`src/oss_pkg.sv`:
```
// shared constants and carrier types for the sensor sequencer and bus target
package oss_pkg;
    localparam logic [6:0] OSS_TARGET_ADDR = 7'h39;
    localparam int         OSS_CLK_PERIOD_NS = 4;
    localparam real        OSS_WAIT_STEP_MS = 2.78;
    localparam int         OSS_WAIT_STEP_CYCLES =
        int'(OSS_WAIT_STEP_MS * 1000000.0 / OSS_CLK_PERIOD_NS);
    localparam int         OSS_EXIT_SLEEP_NS = 10000;
    localparam int         OSS_EXIT_SLEEP_CYCLES =
        (OSS_EXIT_SLEEP_NS + OSS_CLK_PERIOD_NS - 1) / OSS_CLK_PERIOD_NS;
    localparam logic [8:0] OSS_WAIT_STEPS_FULL = 9'h100;
    localparam logic [3:0] OSS_LONG_WAIT_FACTOR = 4'hc;
    localparam int         OSS_CMD_FLAG_BIT = 7;
    localparam int         OSS_CMD_TYPE_HI = 6;
    localparam int         OSS_CMD_TYPE_LO = 5;
    localparam logic [1:0] OSS_CMD_SPECIAL = 2'h3;
    localparam int         OSS_ADDR_W = 5;
    localparam logic [3:0] OSS_BITS_PER_BYTE = 4'h8;
    localparam logic [3:0] OSS_LAST_TX_BIT = 4'h7;

    typedef struct packed {
        logic       power_on;
        logic       prox_enable;
        logic       gesture_engine_enable;
        logic       gesture_mode_bit;
        logic       als_enable;
        logic       wait_enable;
        logic       long_wait_bit;
        logic       sleep_after_interrupt;
        logic [7:0] wait_time_setting;
    } oss_cfg_t;

    typedef struct packed {
        logic prox;
        logic gest;
        logic als;
    } oss_eng_t;
endpackage

```
`src/oss_sequencer.sv`:
```
// bus target and operating state sequencer of the optical sensor core
//
// Contract
// answer only target address 0x39, seven-bit addressing, standard or fast
// write transfer: command byte follows address, then data bytes stored
// combined transfer: command write, repeated start, then byte reads
// read without command starts at address held from previous command
// byte with clear top bit is data at last saved address
// command byte is control command or five-bit address; control clears irq
// after reset go straight to sleep, oscillator stopped
// bus transaction during sleep wakes oscillator until it completes
// power-on bit starts oscillator; engines draw power only when entered
// first sleep exit with engines enabled inserts pause, then enters engine
// order: idle, proximity, gesture if mode set, wait, light, maybe sleep
// each engine state skipped or included by its own enable
// wait lasts 2.78 ms to 8.54 s from wait time and long-wait bit
// only proximity and gesture drive the led pin
// after enabled engines ran, return to idle or sleep per sleep bit
// sleep entered only when sleep bit set and interrupt pin asserted
// entering sleep changes no setting; power-on stays set
// leave that sleep on bus interrupt clear or sleep bit cleared
// transfers to other addresses unacknowledged and ignored
`timescale 1ns/10ps
module oss_sequencer #(
    parameter int WAIT_STEP_CYCLES = oss_pkg::OSS_WAIT_STEP_CYCLES
) (
    input  wire logic                             clock,
    input  wire logic                             rst,
    input  wire logic                             scl_in,
    input  wire logic                             sda_in,
    output logic                                  sda_out,
    output logic                                  sda_drive_n,
    input  wire oss_pkg::oss_cfg_t                cfg,
    input  wire logic                             int_pin_asserted,
    input  wire oss_pkg::oss_eng_t                engine_done,
    input  wire logic                             led_request,
    output oss_pkg::oss_eng_t                     engine_run,
    output logic                                  led_drive_pin,
    output logic                                  osc_enable,
    output logic                                  exit_pause,
    output logic                                  sai_sleeping,
    output logic                                  wr_strobe,
    output logic [oss_pkg::OSS_ADDR_W-1:0]        wr_addr,
    output logic [7:0]                            wr_data,
    output logic [oss_pkg::OSS_ADDR_W-1:0]        rd_addr,
    input  wire logic [7:0]                       rd_data,
    output logic                                  int_clear
);
    import oss_pkg::*;

    typedef enum logic [2:0] {
        I_IDLE, I_ADDR, I_AACK, I_WDAT, I_WACK, I_RDAT, I_RACK
    } oss_bus_t;
    typedef enum logic [2:0] {
        S_SLEEP, S_PAUSE, S_IDLE, S_PROX, S_GEST, S_WAIT, S_ALS
    } oss_seq_t;

    // line synchronisers
    logic scl_meta, scl_sync, scl_prev;
    logic sda_meta, sda_sync, sda_prev;
    always_ff @(posedge clock) begin
        if (rst) begin
            scl_meta <= 1'b1;
            scl_sync <= 1'b1;
            scl_prev <= 1'b1;
            sda_meta <= 1'b1;
            sda_sync <= 1'b1;
            sda_prev <= 1'b1;
        end else begin
            scl_meta <= scl_in;
            scl_sync <= scl_meta;
            scl_prev <= scl_sync;
            sda_meta <= sda_in;
            sda_sync <= sda_meta;
            sda_prev <= sda_sync;
        end
    end

    logic scl_rise, scl_fall, bus_start, bus_stop;
    assign scl_rise  = scl_sync & ~scl_prev;
    assign scl_fall  = ~scl_sync & scl_prev;
    assign bus_start = scl_sync & scl_prev & sda_prev & ~sda_sync;
    assign bus_stop  = scl_sync & scl_prev & ~sda_prev & sda_sync;

    // bus target state
    oss_bus_t                ist_reg, ist_next;
    logic [3:0]              cnt_reg, cnt_next;
    logic [7:0]              shift_reg, shift_next;
    logic                    rw_reg, rw_next;
    logic                    first_reg, first_next;
    logic                    drive_reg, drive_next;
    logic [OSS_ADDR_W-1:0]   ptr_reg, ptr_next;
    logic [OSS_ADDR_W-1:0]   saved_reg, saved_next;
    logic                    wrs_reg, wrs_next;
    logic [OSS_ADDR_W-1:0]   wra_reg, wra_next;
    logic [7:0]              wrd_reg, wrd_next;
    logic                    clr_reg, clr_next;

    always_comb begin
        ist_next   = ist_reg;
        cnt_next   = cnt_reg;
        shift_next = shift_reg;
        rw_next    = rw_reg;
        first_next = first_reg;
        drive_next = drive_reg;
        ptr_next   = ptr_reg;
        saved_next = saved_reg;
        wrs_next   = 1'b0;
        wra_next   = wra_reg;
        wrd_next   = wrd_reg;
        clr_next   = 1'b0;
        if (bus_start) begin
            // also a repeated start inside a combined transfer
            ist_next   = I_ADDR;
            cnt_next   = 4'h0;
            drive_next = 1'b0;
            first_next = 1'b1;
        end else if (bus_stop) begin
            ist_next   = I_IDLE;
            drive_next = 1'b0;
        end else begin
            case (ist_reg)
                I_ADDR, I_WDAT: begin
                    if (scl_rise) begin
                        shift_next = {shift_reg[6:0], sda_sync};
                        cnt_next   = cnt_reg + 4'h1;
                    end else if (scl_fall && cnt_reg == OSS_BITS_PER_BYTE) begin
                        if (ist_reg == I_ADDR) begin
                            if (shift_reg[7:1] == OSS_TARGET_ADDR) begin
                                drive_next = 1'b1;
                                rw_next    = shift_reg[0];
                                ptr_next   = saved_reg;
                                ist_next   = I_AACK;
                            end else begin
                                ist_next = I_IDLE;
                            end
                        end else begin
                            drive_next = 1'b1;
                            ist_next   = I_WACK;
                            first_next = 1'b0;
                            if (first_reg && shift_reg[OSS_CMD_FLAG_BIT]) begin
                                // command byte right after the address
                                if (shift_reg[OSS_CMD_TYPE_HI:OSS_CMD_TYPE_LO]
                                    == OSS_CMD_SPECIAL) begin
                                    clr_next = 1'b1;
                                end else begin
                                    saved_next = shift_reg[OSS_ADDR_W-1:0];
                                    ptr_next   = shift_reg[OSS_ADDR_W-1:0];
                                end
                            end else begin
                                wrs_next = 1'b1;
                                wra_next = ptr_reg;
                                wrd_next = shift_reg;
                                ptr_next = ptr_reg + 1'b1;
                            end
                        end
                    end
                end
                I_AACK: begin
                    if (scl_fall) begin
                        cnt_next = 4'h0;
                        if (rw_reg) begin
                            shift_next = rd_data;
                            drive_next = ~rd_data[7];
                            ist_next   = I_RDAT;
                        end else begin
                            drive_next = 1'b0;
                            ist_next   = I_WDAT;
                        end
                    end
                end
                I_WACK: begin
                    if (scl_fall) begin
                        drive_next = 1'b0;
                        cnt_next   = 4'h0;
                        ist_next   = I_WDAT;
                    end
                end
                I_RDAT: begin
                    if (scl_fall) begin
                        if (cnt_reg == OSS_LAST_TX_BIT) begin
                            drive_next = 1'b0;
                            ptr_next   = ptr_reg + 1'b1;
                            ist_next   = I_RACK;
                        end else begin
                            shift_next = {shift_reg[6:0], 1'b0};
                            drive_next = ~shift_reg[6];
                            cnt_next   = cnt_reg + 4'h1;
                        end
                    end
                end
                I_RACK: begin
                    if (scl_rise && sda_sync) begin
                        ist_next = I_IDLE;
                    end else if (scl_fall) begin
                        shift_next = rd_data;
                        drive_next = ~rd_data[7];
                        cnt_next   = 4'h0;
                        ist_next   = I_RDAT;
                    end
                end
                default: begin
                    ist_next = I_IDLE;
                end
            endcase
        end
    end

    always_ff @(posedge clock) begin
        if (rst) begin
            ist_reg   <= I_IDLE;
            cnt_reg   <= 4'h0;
            shift_reg <= 8'h00;
            rw_reg    <= 1'b0;
            first_reg <= 1'b0;
            drive_reg <= 1'b0;
            ptr_reg   <= '0;
            saved_reg <= '0;
            wrs_reg   <= 1'b0;
            wra_reg   <= '0;
            wrd_reg   <= 8'h00;
            clr_reg   <= 1'b0;
        end else begin
            ist_reg   <= ist_next;
            cnt_reg   <= cnt_next;
            shift_reg <= shift_next;
            rw_reg    <= rw_next;
            first_reg <= first_next;
            drive_reg <= drive_next;
            ptr_reg   <= ptr_next;
            saved_reg <= saved_next;
            wrs_reg   <= wrs_next;
            wra_reg   <= wra_next;
            wrd_reg   <= wrd_next;
            clr_reg   <= clr_next;
        end
    end

    assign sda_out     = 1'b0;
    assign sda_drive_n = ~drive_reg;
    assign wr_strobe   = wrs_reg;
    assign wr_addr     = wra_reg;
    assign wr_data     = wrd_reg;
    assign rd_addr     = ptr_reg;
    assign int_clear   = clr_reg;

    // next enabled stage after the given one, else end of cycle
    function automatic oss_seq_t oss_after(input oss_seq_t s,
                                           input oss_cfg_t c,
                                           input logic     irq);
        oss_seq_t   r;
        logic [2:0] pos;
        pos = 3'h0;
        case (s)
            S_PROX:  pos = 3'h1;
            S_GEST:  pos = 3'h2;
            S_WAIT:  pos = 3'h3;
            S_ALS:   pos = 3'h4;
            default: pos = 3'h0;
        endcase
        r = (c.sleep_after_interrupt && irq) ? S_SLEEP : S_IDLE;
        if (pos <= 3'h3 && c.als_enable) r = S_ALS;
        if (pos <= 3'h2 && c.wait_enable) r = S_WAIT;
        if (pos <= 3'h1 && c.gesture_engine_enable && c.gesture_mode_bit)
            r = S_GEST;
        if (pos == 3'h0 && c.prox_enable) r = S_PROX;
        return r;
    endfunction

    logic any_engine;
    assign any_engine = cfg.prox_enable | cfg.gesture_engine_enable
                      | cfg.als_enable;

    // sequencer state
    oss_seq_t    seq_reg, seq_next;
    logic        once_reg, once_next;
    logic        hold_reg, hold_next;
    logic [19:0] tick_reg, tick_next;
    logic [11:0] steps_reg, steps_next;
    oss_eng_t    run_reg, run_next;
    logic        led_reg, led_next;
    logic        osc_reg, osc_next;

    always_comb begin
        seq_next   = seq_reg;
        once_next  = once_reg;
        hold_next  = hold_reg;
        tick_next  = tick_reg;
        steps_next = steps_reg;
        if (clr_reg || !cfg.sleep_after_interrupt) hold_next = 1'b0;
        if (!cfg.power_on) begin
            seq_next  = S_SLEEP;
            once_next = 1'b0;
        end else begin
            case (seq_reg)
                S_SLEEP: begin
                    if (!hold_next) begin
                        if (any_engine && !once_reg) begin
                            seq_next  = S_PAUSE;
                            once_next = 1'b1;
                            tick_next = 20'(OSS_EXIT_SLEEP_CYCLES - 1);
                        end else begin
                            seq_next = S_IDLE;
                        end
                    end
                end
                S_PAUSE: begin
                    if (tick_reg == 20'h0_0000) begin
                        seq_next = oss_after(S_IDLE, cfg, 1'b0);
                    end else begin
                        tick_next = tick_reg - 20'h0_0001;
                    end
                end
                S_IDLE: begin
                    if (any_engine || cfg.wait_enable)
                        seq_next = oss_after(S_IDLE, cfg, 1'b0);
                end
                S_PROX, S_GEST, S_ALS: begin
                    if ((seq_reg == S_PROX && engine_done.prox)
                     || (seq_reg == S_GEST && engine_done.gest)
                     || (seq_reg == S_ALS && engine_done.als))
                        seq_next = oss_after(seq_reg, cfg, int_pin_asserted);
                end
                S_WAIT: begin
                    if (tick_reg != 20'h0_0000) begin
                        tick_next = tick_reg - 20'h0_0001;
                    end else if (steps_reg != 12'h000) begin
                        steps_next = steps_reg - 12'h001;
                        tick_next  = 20'(WAIT_STEP_CYCLES - 1);
                    end else begin
                        seq_next = oss_after(S_WAIT, cfg, int_pin_asserted);
                    end
                end
                default: begin
                    seq_next = S_SLEEP;
                end
            endcase
            if (seq_next == S_WAIT && seq_reg != S_WAIT) begin
                // steps are 256 minus setting, twelve-fold when long
                steps_next = 12'(OSS_WAIT_STEPS_FULL - cfg.wait_time_setting)
                           * (cfg.long_wait_bit ? 12'(OSS_LONG_WAIT_FACTOR)
                                                : 12'h001)
                           - 12'h001;
                tick_next  = 20'(WAIT_STEP_CYCLES - 1);
            end
            if (seq_next == S_SLEEP && seq_reg != S_SLEEP)
                hold_next = 1'b1;
        end
        run_next.prox = (seq_next == S_PROX);
        run_next.gest = (seq_next == S_GEST);
        run_next.als  = (seq_next == S_ALS);
        led_next = led_request && (seq_reg == S_PROX || seq_reg == S_GEST);
        osc_next = (seq_next != S_SLEEP) || (ist_next != I_IDLE);
    end

    always_ff @(posedge clock) begin
        if (rst) begin
            seq_reg   <= S_SLEEP;
            once_reg  <= 1'b0;
            hold_reg  <= 1'b0;
            tick_reg  <= 20'h0_0000;
            steps_reg <= 12'h000;
            run_reg   <= '0;
            led_reg   <= 1'b0;
            osc_reg   <= 1'b0;
        end else begin
            seq_reg   <= seq_next;
            once_reg  <= once_next;
            hold_reg  <= hold_next;
            tick_reg  <= tick_next;
            steps_reg <= steps_next;
            run_reg   <= run_next;
            led_reg   <= led_next;
            osc_reg   <= osc_next;
        end
    end

    assign engine_run    = run_reg;
    assign led_drive_pin = led_reg;
    assign osc_enable    = osc_reg;
    assign exit_pause    = (seq_reg == S_PAUSE);
    assign sai_sleeping  = hold_reg & (seq_reg == S_SLEEP);
endmodule

```
`config.mk`:
```
export PLATFORM = sky130hd
export DESIGN_NAME = oss_sequencer
export DESIGN_NICKNAME = d
export VERILOG_FILES = /design/src/oss_pkg.sv /design/src/oss_sequencer.sv
export SDC_FILE = /design/constraint.sdc
export NUM_CORES = 1
export LEC_CHECK = 0
export BUFFER_PORTS_ARGS = -buffer_cell sky130_fd_sc_hd__buf_2
export CAP_MARGIN = 15
export CORE_MARGIN = 3
export CORE_UTILIZATION = 55
export DETAILED_ROUTE_END_ITERATION = 7
export PLACE_DENSITY = 0.73
export SYNTH_ARGS = -nofsm -noshare
export SYNTH_HDL_FRONTEND = slang
export SYNTH_SLANG_ARGS = --single-unit
```
`constraint.sdc`:
```
create_clock -name clock -period 6.5 [get_ports clock]
set_clock_uncertainty 0.15 [all_clocks]
set_input_delay 0.325 -clock clock [delete_from_list [all_inputs] [get_ports clock]]
set_output_delay 0.325 -clock clock [all_outputs]
set_load 0.05 [all_outputs]
```
==> results of run 1 <==
[worst paths after layout]
path / end / start
setup / recovery: steps_reg[11] / cfg[0]
hold / removal: scl_meta / scl_in
setup reg to reg: tick_reg[12] / seq_reg[0]
hold reg to reg: sda_sync / sda_meta
[power by group]
| part | internal [mW] | switching (mW) |
|---|---|---|
| Clock | 0.216 | 0.200 |
| Sequential | 0.580 | 0.0317 |
| Combinational | 0.187 | 0.288 |
| Total | 0.983 | 0.520 |
[through the flow]
stage | hold slack, ns | area, um2 | utilization (%) | cells
after floorplan | 0.2395 | 5983 | - | 769
after global placement | 0.2518 | 6341 | 60.61 | 936
after detailed placement | 0.2484 | 6341 | 60.61 | 936
after CTS | 0.002423 | 6559 | 62.69 | 952
after global routing | 0.002448 | 6559 | 62.69 | 952
final | 0.01510 | 6559 | 62.69 | 952
[worst max-delay path, cell delays in order]
cell,delay (ns)
buf_2,0.14
inv_1,0.07
ha_1,0.24
nand2_1,0.08
xor2_1,0.19
nand2_1,0.10
ha_1,0.30
inv_1,0.04
ha_1,0.26
inv_1,0.05
fa_1,0.53
inv_1,0.04
ha_1,0.36
nand3_1,0.12
o211ai_1,0.12
or4_1,0.45
a31o_2,0.25
a21oi_1,0.17
xnor2_1,0.08
a211o_1,0.28
nand2_1,0.05
[placed cells by master, fill, tap and decap left out, types with 5 or more instances in the layout]
master | netlist | routed
a22oi_1 | 6 | 6
xor2_1 | 10 | 10
o21a_1 | 5 | 5
fa_1 | 7 | 7
ha_1 | 30 | 30
buf_2 | 6 | 60
clkbuf_8 | 0 | 9
a211oi_1 | 6 | 6
nor2_1 | 97 | 97
dfxtp_1 | 91 | 91
a311oi_1 | 10 | 10
or4_1 | 10 | 10
nand2_1 | 71 | 71
o211ai_1 | 7 | 7
o21ai_0 | 40 | 40
xnor2_1 | 13 | 13
nand2b_1 | 13 | 13
nand3_1 | 22 | 22
o32ai_1 | 6 | 6
nor2b_1 | 12 | 12
nand3b_1 | 6 | 6
a21oi_1 | 50 | 49
nor3_1 | 28 | 28
a31oi_1 | 7 | 7
or2_2 | 8 | 8
or3_1 | 10 | 10
nor4_1 | 11 | 11
mux2i_1 | 21 | 21
inv_1 | 59 | 59
[Yosys cell counts, types with 3 or more instances]
cell       instances
nor2_1            97
nand3_1           22
nor3_1            28
nand3b_1           6
nand2b_1          13
or3_1             10
a2bb2oi_1          4
nor3b_1            4
nor4_1            11
and4b_1            3
a211o_1            4
a21o_1             3
clkbuf_1          21
and2_1             3
o2bb2ai_1          3
a31o_2             3
mux2i_1           21
buf_2              6
a32o_1             3
or2_2              8
a311oi_1          10
o22ai_1            3
xnor2_1           13
or4_1             10
nor2b_1           12
a211oi_1           6
o211ai_1           7
xor2_1            10
nand4b_1           4
o32ai_1            6
a31oi_1            7
o21bai_1           4
a21oi_1           50
nand2_1           71
nand4_1            4
a22oi_1            6
inv_1             59
dfxtp_1           91
ha_1              30
o21ai_0           40
o21a_1             5
fa_1               7
[routing by layer]
metal / routed length [um] / global-route usage [%]
met3: 611 / 3.087
met1: 6834 / 33.48
met4: 177 / 6.772
met5: 0 / 0
met2: 6774 / 38.43
[logic make-up (layout without fill, tap and decap cells)]
family	Yosys count	count (layout)	share of synthesized area (%)
AOI/OAI and AO/OA	190	190	21.71
buffers and inverters	90	137	5.834
muxes	22	22	3.701
DFF	91	91	30.45
and+or+nand+nor	315	315	26.27
adders and majority gates	37	37	8.616
xor gates and xnor gates	23	23	3.367
other	1	1	0.06268
[layout make-up]
type / instances / area, um2 / area share [%]
clock buffer: 11 / 131.4 / 2.003
clock inverter: 4 / 76.32 / 1.164
inverter: 60 / 225.2 / 3.434
multi-input combinational: 588 / 3816 / 58.18
sequential: 91 / 1822 / 27.78
tap: 136 / 170.2 / 2.594
timing repair buffer: 62 / 317.8 / 4.845
==> impl_metrics.toml, run 1 <==
[status]
status = "completed"

[synth]
syn_avg_cell_area_um2 = 7.781
syn_nets = 839
synth_top_area_share_pct = 30.45
synth_flop_cell = "dfxtp_1"
async_flop_share_pct = 0
synth_area_um2 = 5983
synth_cells = 769
synth_seq_cells = 91
synth_edf_count = 0
yosys_warnings = 0
synth_top_cell_by_area = "dfxtp_1"
seq_area_frac_synth_pct = 30.45
synth_area_leaders = "dfxtp_1, ha_1, nor2_1"
yosysUniqueCellTypes = 74

[clock_network]
cts_buffers = 9
htree_levels = 3
clockBufferDepth = 2
clkTransAtPathRegs_ns = 0.09
cts-root-buf = "clkbuf_8"
cts_hold_buffers = 1
clock_latency_ns = 0.36
post_cts_resized = 0
tritoncts_num_sinks = 91
cts_setup_buffers = 0
cts_tree = "done"

[detailed_routing]
antenna_left = 0
drtIter0Drc = 533
drc = 0
wl_per_cell_um = 15.12
dr.pass1.iters = 5
routed_wirelength_um = 14400
drt-vias-per-instance = 5.893
vias = 5610

[floorplanning]
die_h_um = 110.3
dieArea_um2 = 12170
ios = 62
die_w_um = 110.3
rows = 37
coreArea_um2 = 10460
start_util_pct = 57.19

[sta]
finalCriticalPeriod_ns = 4.075
fmax_mhz = 245.4
fin_crit_sh_pct = 62.69
hold_viol = 0
worstMarginPinSlew_ns = 1.084
setup_ws_ns = 2.425
fin_tns_setup_ns = 0
rsz0062_at_grt = "no"
slew_viol_final = 0
setup_violations = 0
relSlewSlack_pct = 27.77

[layout]
area_delta_synth_final_pct = 9.619
largest_reg_flops = 20
fillCellCount = 995
fin_nets = 882
diodes = 0
drive_gt1_share_pct = 12.38

[setup_path]
r2r_cells = 8
endpoint_kind = "register"
arrival_ns = 4.23
cp.required_ns = 6.66
path_max_fanout = 7
critPathKind = "input pin to register"
reg2reg_slack_ns = 2.46
start_kind = "input pin"

[worst_hold_path]
min_delay_path_depth = 2
hold_path_class = "input pin to register"

[global_route]
grt_pass1_vias = 5113
grt_max_degree = 55
grt_usage_pct = 23.83
grt_overflow = 0
antenna_found_initial = 0
grt_pass1_wl_um = 23660

[placed_design]
place_congestion = 0.9235
dp_hpwl_um = 10450
dp_slack_ns = 2.062
port_buffers = 60

[power]
peakVddDrop_mv = 0.1827
power.density_nw_per_um2 = 229.1
p_leak_nw = 2.603
power_mw = 1.503

[flow_run]
max_cap_violations = 0
Note: power is estimated with default switching activity, not from simulation.
==> inputs of run 2 (changes only) <==
- ABC_AREA: unset -> 1
- clock period: 6.5 -> 4.1 ns (I/O delays scaled with it)
==> run 2 against run 1 <==
Against the previous run: die area grew 8.0%; power grew 75%; wire length grew 3.4%; worst hold slack gained 0.062 ns; synthesized cell count grew 30%; area after synthesis grew 8.5%; count of clock-buffer cells in the layout shrank 1; core utilization grew 0.36 points; setup slack lost 2.0 ns; largest power group unchanged.
==> impl_metrics.toml, run 2 <==
[sta]
setup_ws_ns = 0.4371
fin_tns_setup_ns = 0
finalCriticalPeriod_ns = 3.663
setup_violations = 0
slew_viol_final = 0
rsz0062_at_grt = "no"
fin_crit_sh_pct = 89.34
hold_viol = 0
relSlewSlack_pct = 33.39
whs_ns = 0.07754
worstMarginPinSlew_ns = 0.9991
fmax_mhz = 273.0

[setup_path]
cp.required_ns = 4.22
path_max_fanout = 5
start_kind = "input pin"
critPathKind = "input pin to register"
arrival_ns = 3.78
endpoint_kind = "register"
r2r_cells = 11

[floorplanning]
coreArea_um2 = 11470
dieArea_um2 = 13140
rows = 39
die_w_um = 114.7
die_h_um = 114.7
ios = 62
start_util_pct = 56.62

[synth]
syn_avg_cell_area_um2 = 6.512
synth_edf_count = 0
synth_top_cell_by_area = "dfxtp_1"
synth_area_um2 = 6492
synth_seq_cells = 91
seq_area_frac_synth_pct = 28.06
synthMostInstantiatedCell = "nand2_1"
yosys_warnings = 0
synth_cells = 997
synth_top_area_share_pct = 28.06
synth_flop_cell = "dfxtp_1"
async_flop_share_pct = 0
synth_common_cells = "nand2_1, inv_1, nor2_1, dfxtp_1, o21ai_0"
synth_area_leaders = "dfxtp_1, nand2_1, inv_1"
syn_nets = 1067
yosysUniqueCellTypes = 51

[clock_network]
clkTransAtPathRegs_ns = 0.07
cts_tree = "done"
tritoncts_num_sinks = 91
clockBufferDepth = 2
post_cts_resized = 0
clock_latency_ns = 0.35
cts_buffers = 9
cts-root-buf = "clkbuf_16"
htree_levels = 3

[global_route]
grt_pass1_wl_um = 25440
gr-usage-met2_pct = 36.52
grt_busiest_layer = "met2"
grt_usage_pct = 23.28
grt_max_degree = 55
use_met3_pct = 4.968
antenna_found_initial = 0
grt_pass1_vias = 5589
grt_overflow = 0
met1_usage_pct = 32.53

[detailed_routing]
routed_wirelength_um = 14890
drtIter0Drc = 517
drt-vias-per-instance = 5.244
dr.pass1.iters = 6
drc = 0
wl_per_cell_um = 12.38
vias = 6308
antenna_left = 0

[placed_design]
dp_hpwl_um = 11080
dp_slack_ns = 0.04292
port_buffers = 60
dpl-instance-area_um2 = 6828
place_congestion = 0.9100

[layout]
fin_util_pct = 63.04
fin_area_um2 = 7229
fin_nets = 1125
diodes = 0
area_delta_synth_final_pct = 11.35
mostFrequentLayoutCell = "nand2_1"
drive_gt1_share_pct = 10.85
largest_reg_flops = 20
final_cell_mix = "nand2_1, inv_1, nor2_1"

[flow_run]
max_cap_violations = 0

[status]
status = "completed"

[power]
p_leak_nw = 3.566
power.density_nw_per_um2 = 363.8
peakVddDrop_mv = 0.3296

[worst_hold_path]
min_delay_path_depth = 3
hold_path_class = "input pin to register"
## run 2: final timing paths
| path | to | slack, ns | from |
|---|---|---|---|
| worst max register to register | steps_reg[2] | 0.54 | seq_reg[2] |
| worst min register to register | sda_sync | 0.26 | sda_meta |
| worst max-delay path | steps_reg[11] | 0.44 | cfg[0] |
| worst min-delay path | once_reg | 0.08 | cfg[15] |
## run 2: metrics by stage
stage / power [mW] / cells
after global placement: 1.787 / 1177
after CTS: 2.647 / 1203
final: 2.630 / 1203
after floorplan: 1.641 / 997
after global routing: 2.812 / 1203
after detailed placement: 1.793 / 1177
## run 2: critical path: stages
cell,delay (ns)
buf_2,0.11
inv_1,0.07
ha_1,0.18
inv_1,0.04
nor3_1,0.24
nand3_1,0.13
or2_2,0.32
nand2_1,0.06
inv_1,0.04
nand2_1,0.08
ha_1,0.14
inv_1,0.04
ha_1,0.26
inv_1,0.05
fa_1,0.54
inv_1,0.05
ha_1,0.35
a21o_1,0.21
nand3_1,0.06
nand4_1,0.11
xor2_1,0.15
o21ai_1,0.12
nand2_1,0.06
a21oi_1,0.15
## run 2: what timing repair did
item | CTS | global route
endpoints found under the hold margin | 10 | 0
setup buffers | 0 | 0
hold buffers | 10 | 0
## run 2: layout make-up
cell class,count,area (um2)
clock buffer,10,229.0
sequential,91,1822
tap,143,178.9
inverter,158,593.1
timing repair buffer,73,422.9
fill,1096,4238
clock inverter,6,72.57
multi-input combinational,722,3911
## run 2: logic make-up (layout without fill, tap and decap cells)
family	after synthesis	count (layout)	synth area share [%]
AOI/OAI and AO/OA	184	184	15.98
xor gates and xnor gates	37	37	4.991
adders and majority gates	37	37	7.940
buffers and inverters	184	247	11.70
DFF	91	91	28.06
other	1	1	0.05776
and+or+nand+nor	463	463	31.28
## run 2: report_power, final
group | switching, mW | total, mW | internal, mW
combinational | 0.513 | 0.818 | 0.305
clock | 0.365 | 0.844 | 0.479
sequential | 0.0445 | 0.969 | 0.924
## run 2: metal layers
| metal | wire length (um) | part of all wire (%) | vias to the layer above |
|---|---|---|---|
| li1 | - | - | 3328 |
| met1 | 7322 | 49 | 2803 |
| met2 | 6564 | 44 | 163 |
| met3 | 835 | 5.6 | 14 |
| met4 | 166 | 1.1 | 0 |
| met5 | 0 | 0 | - |
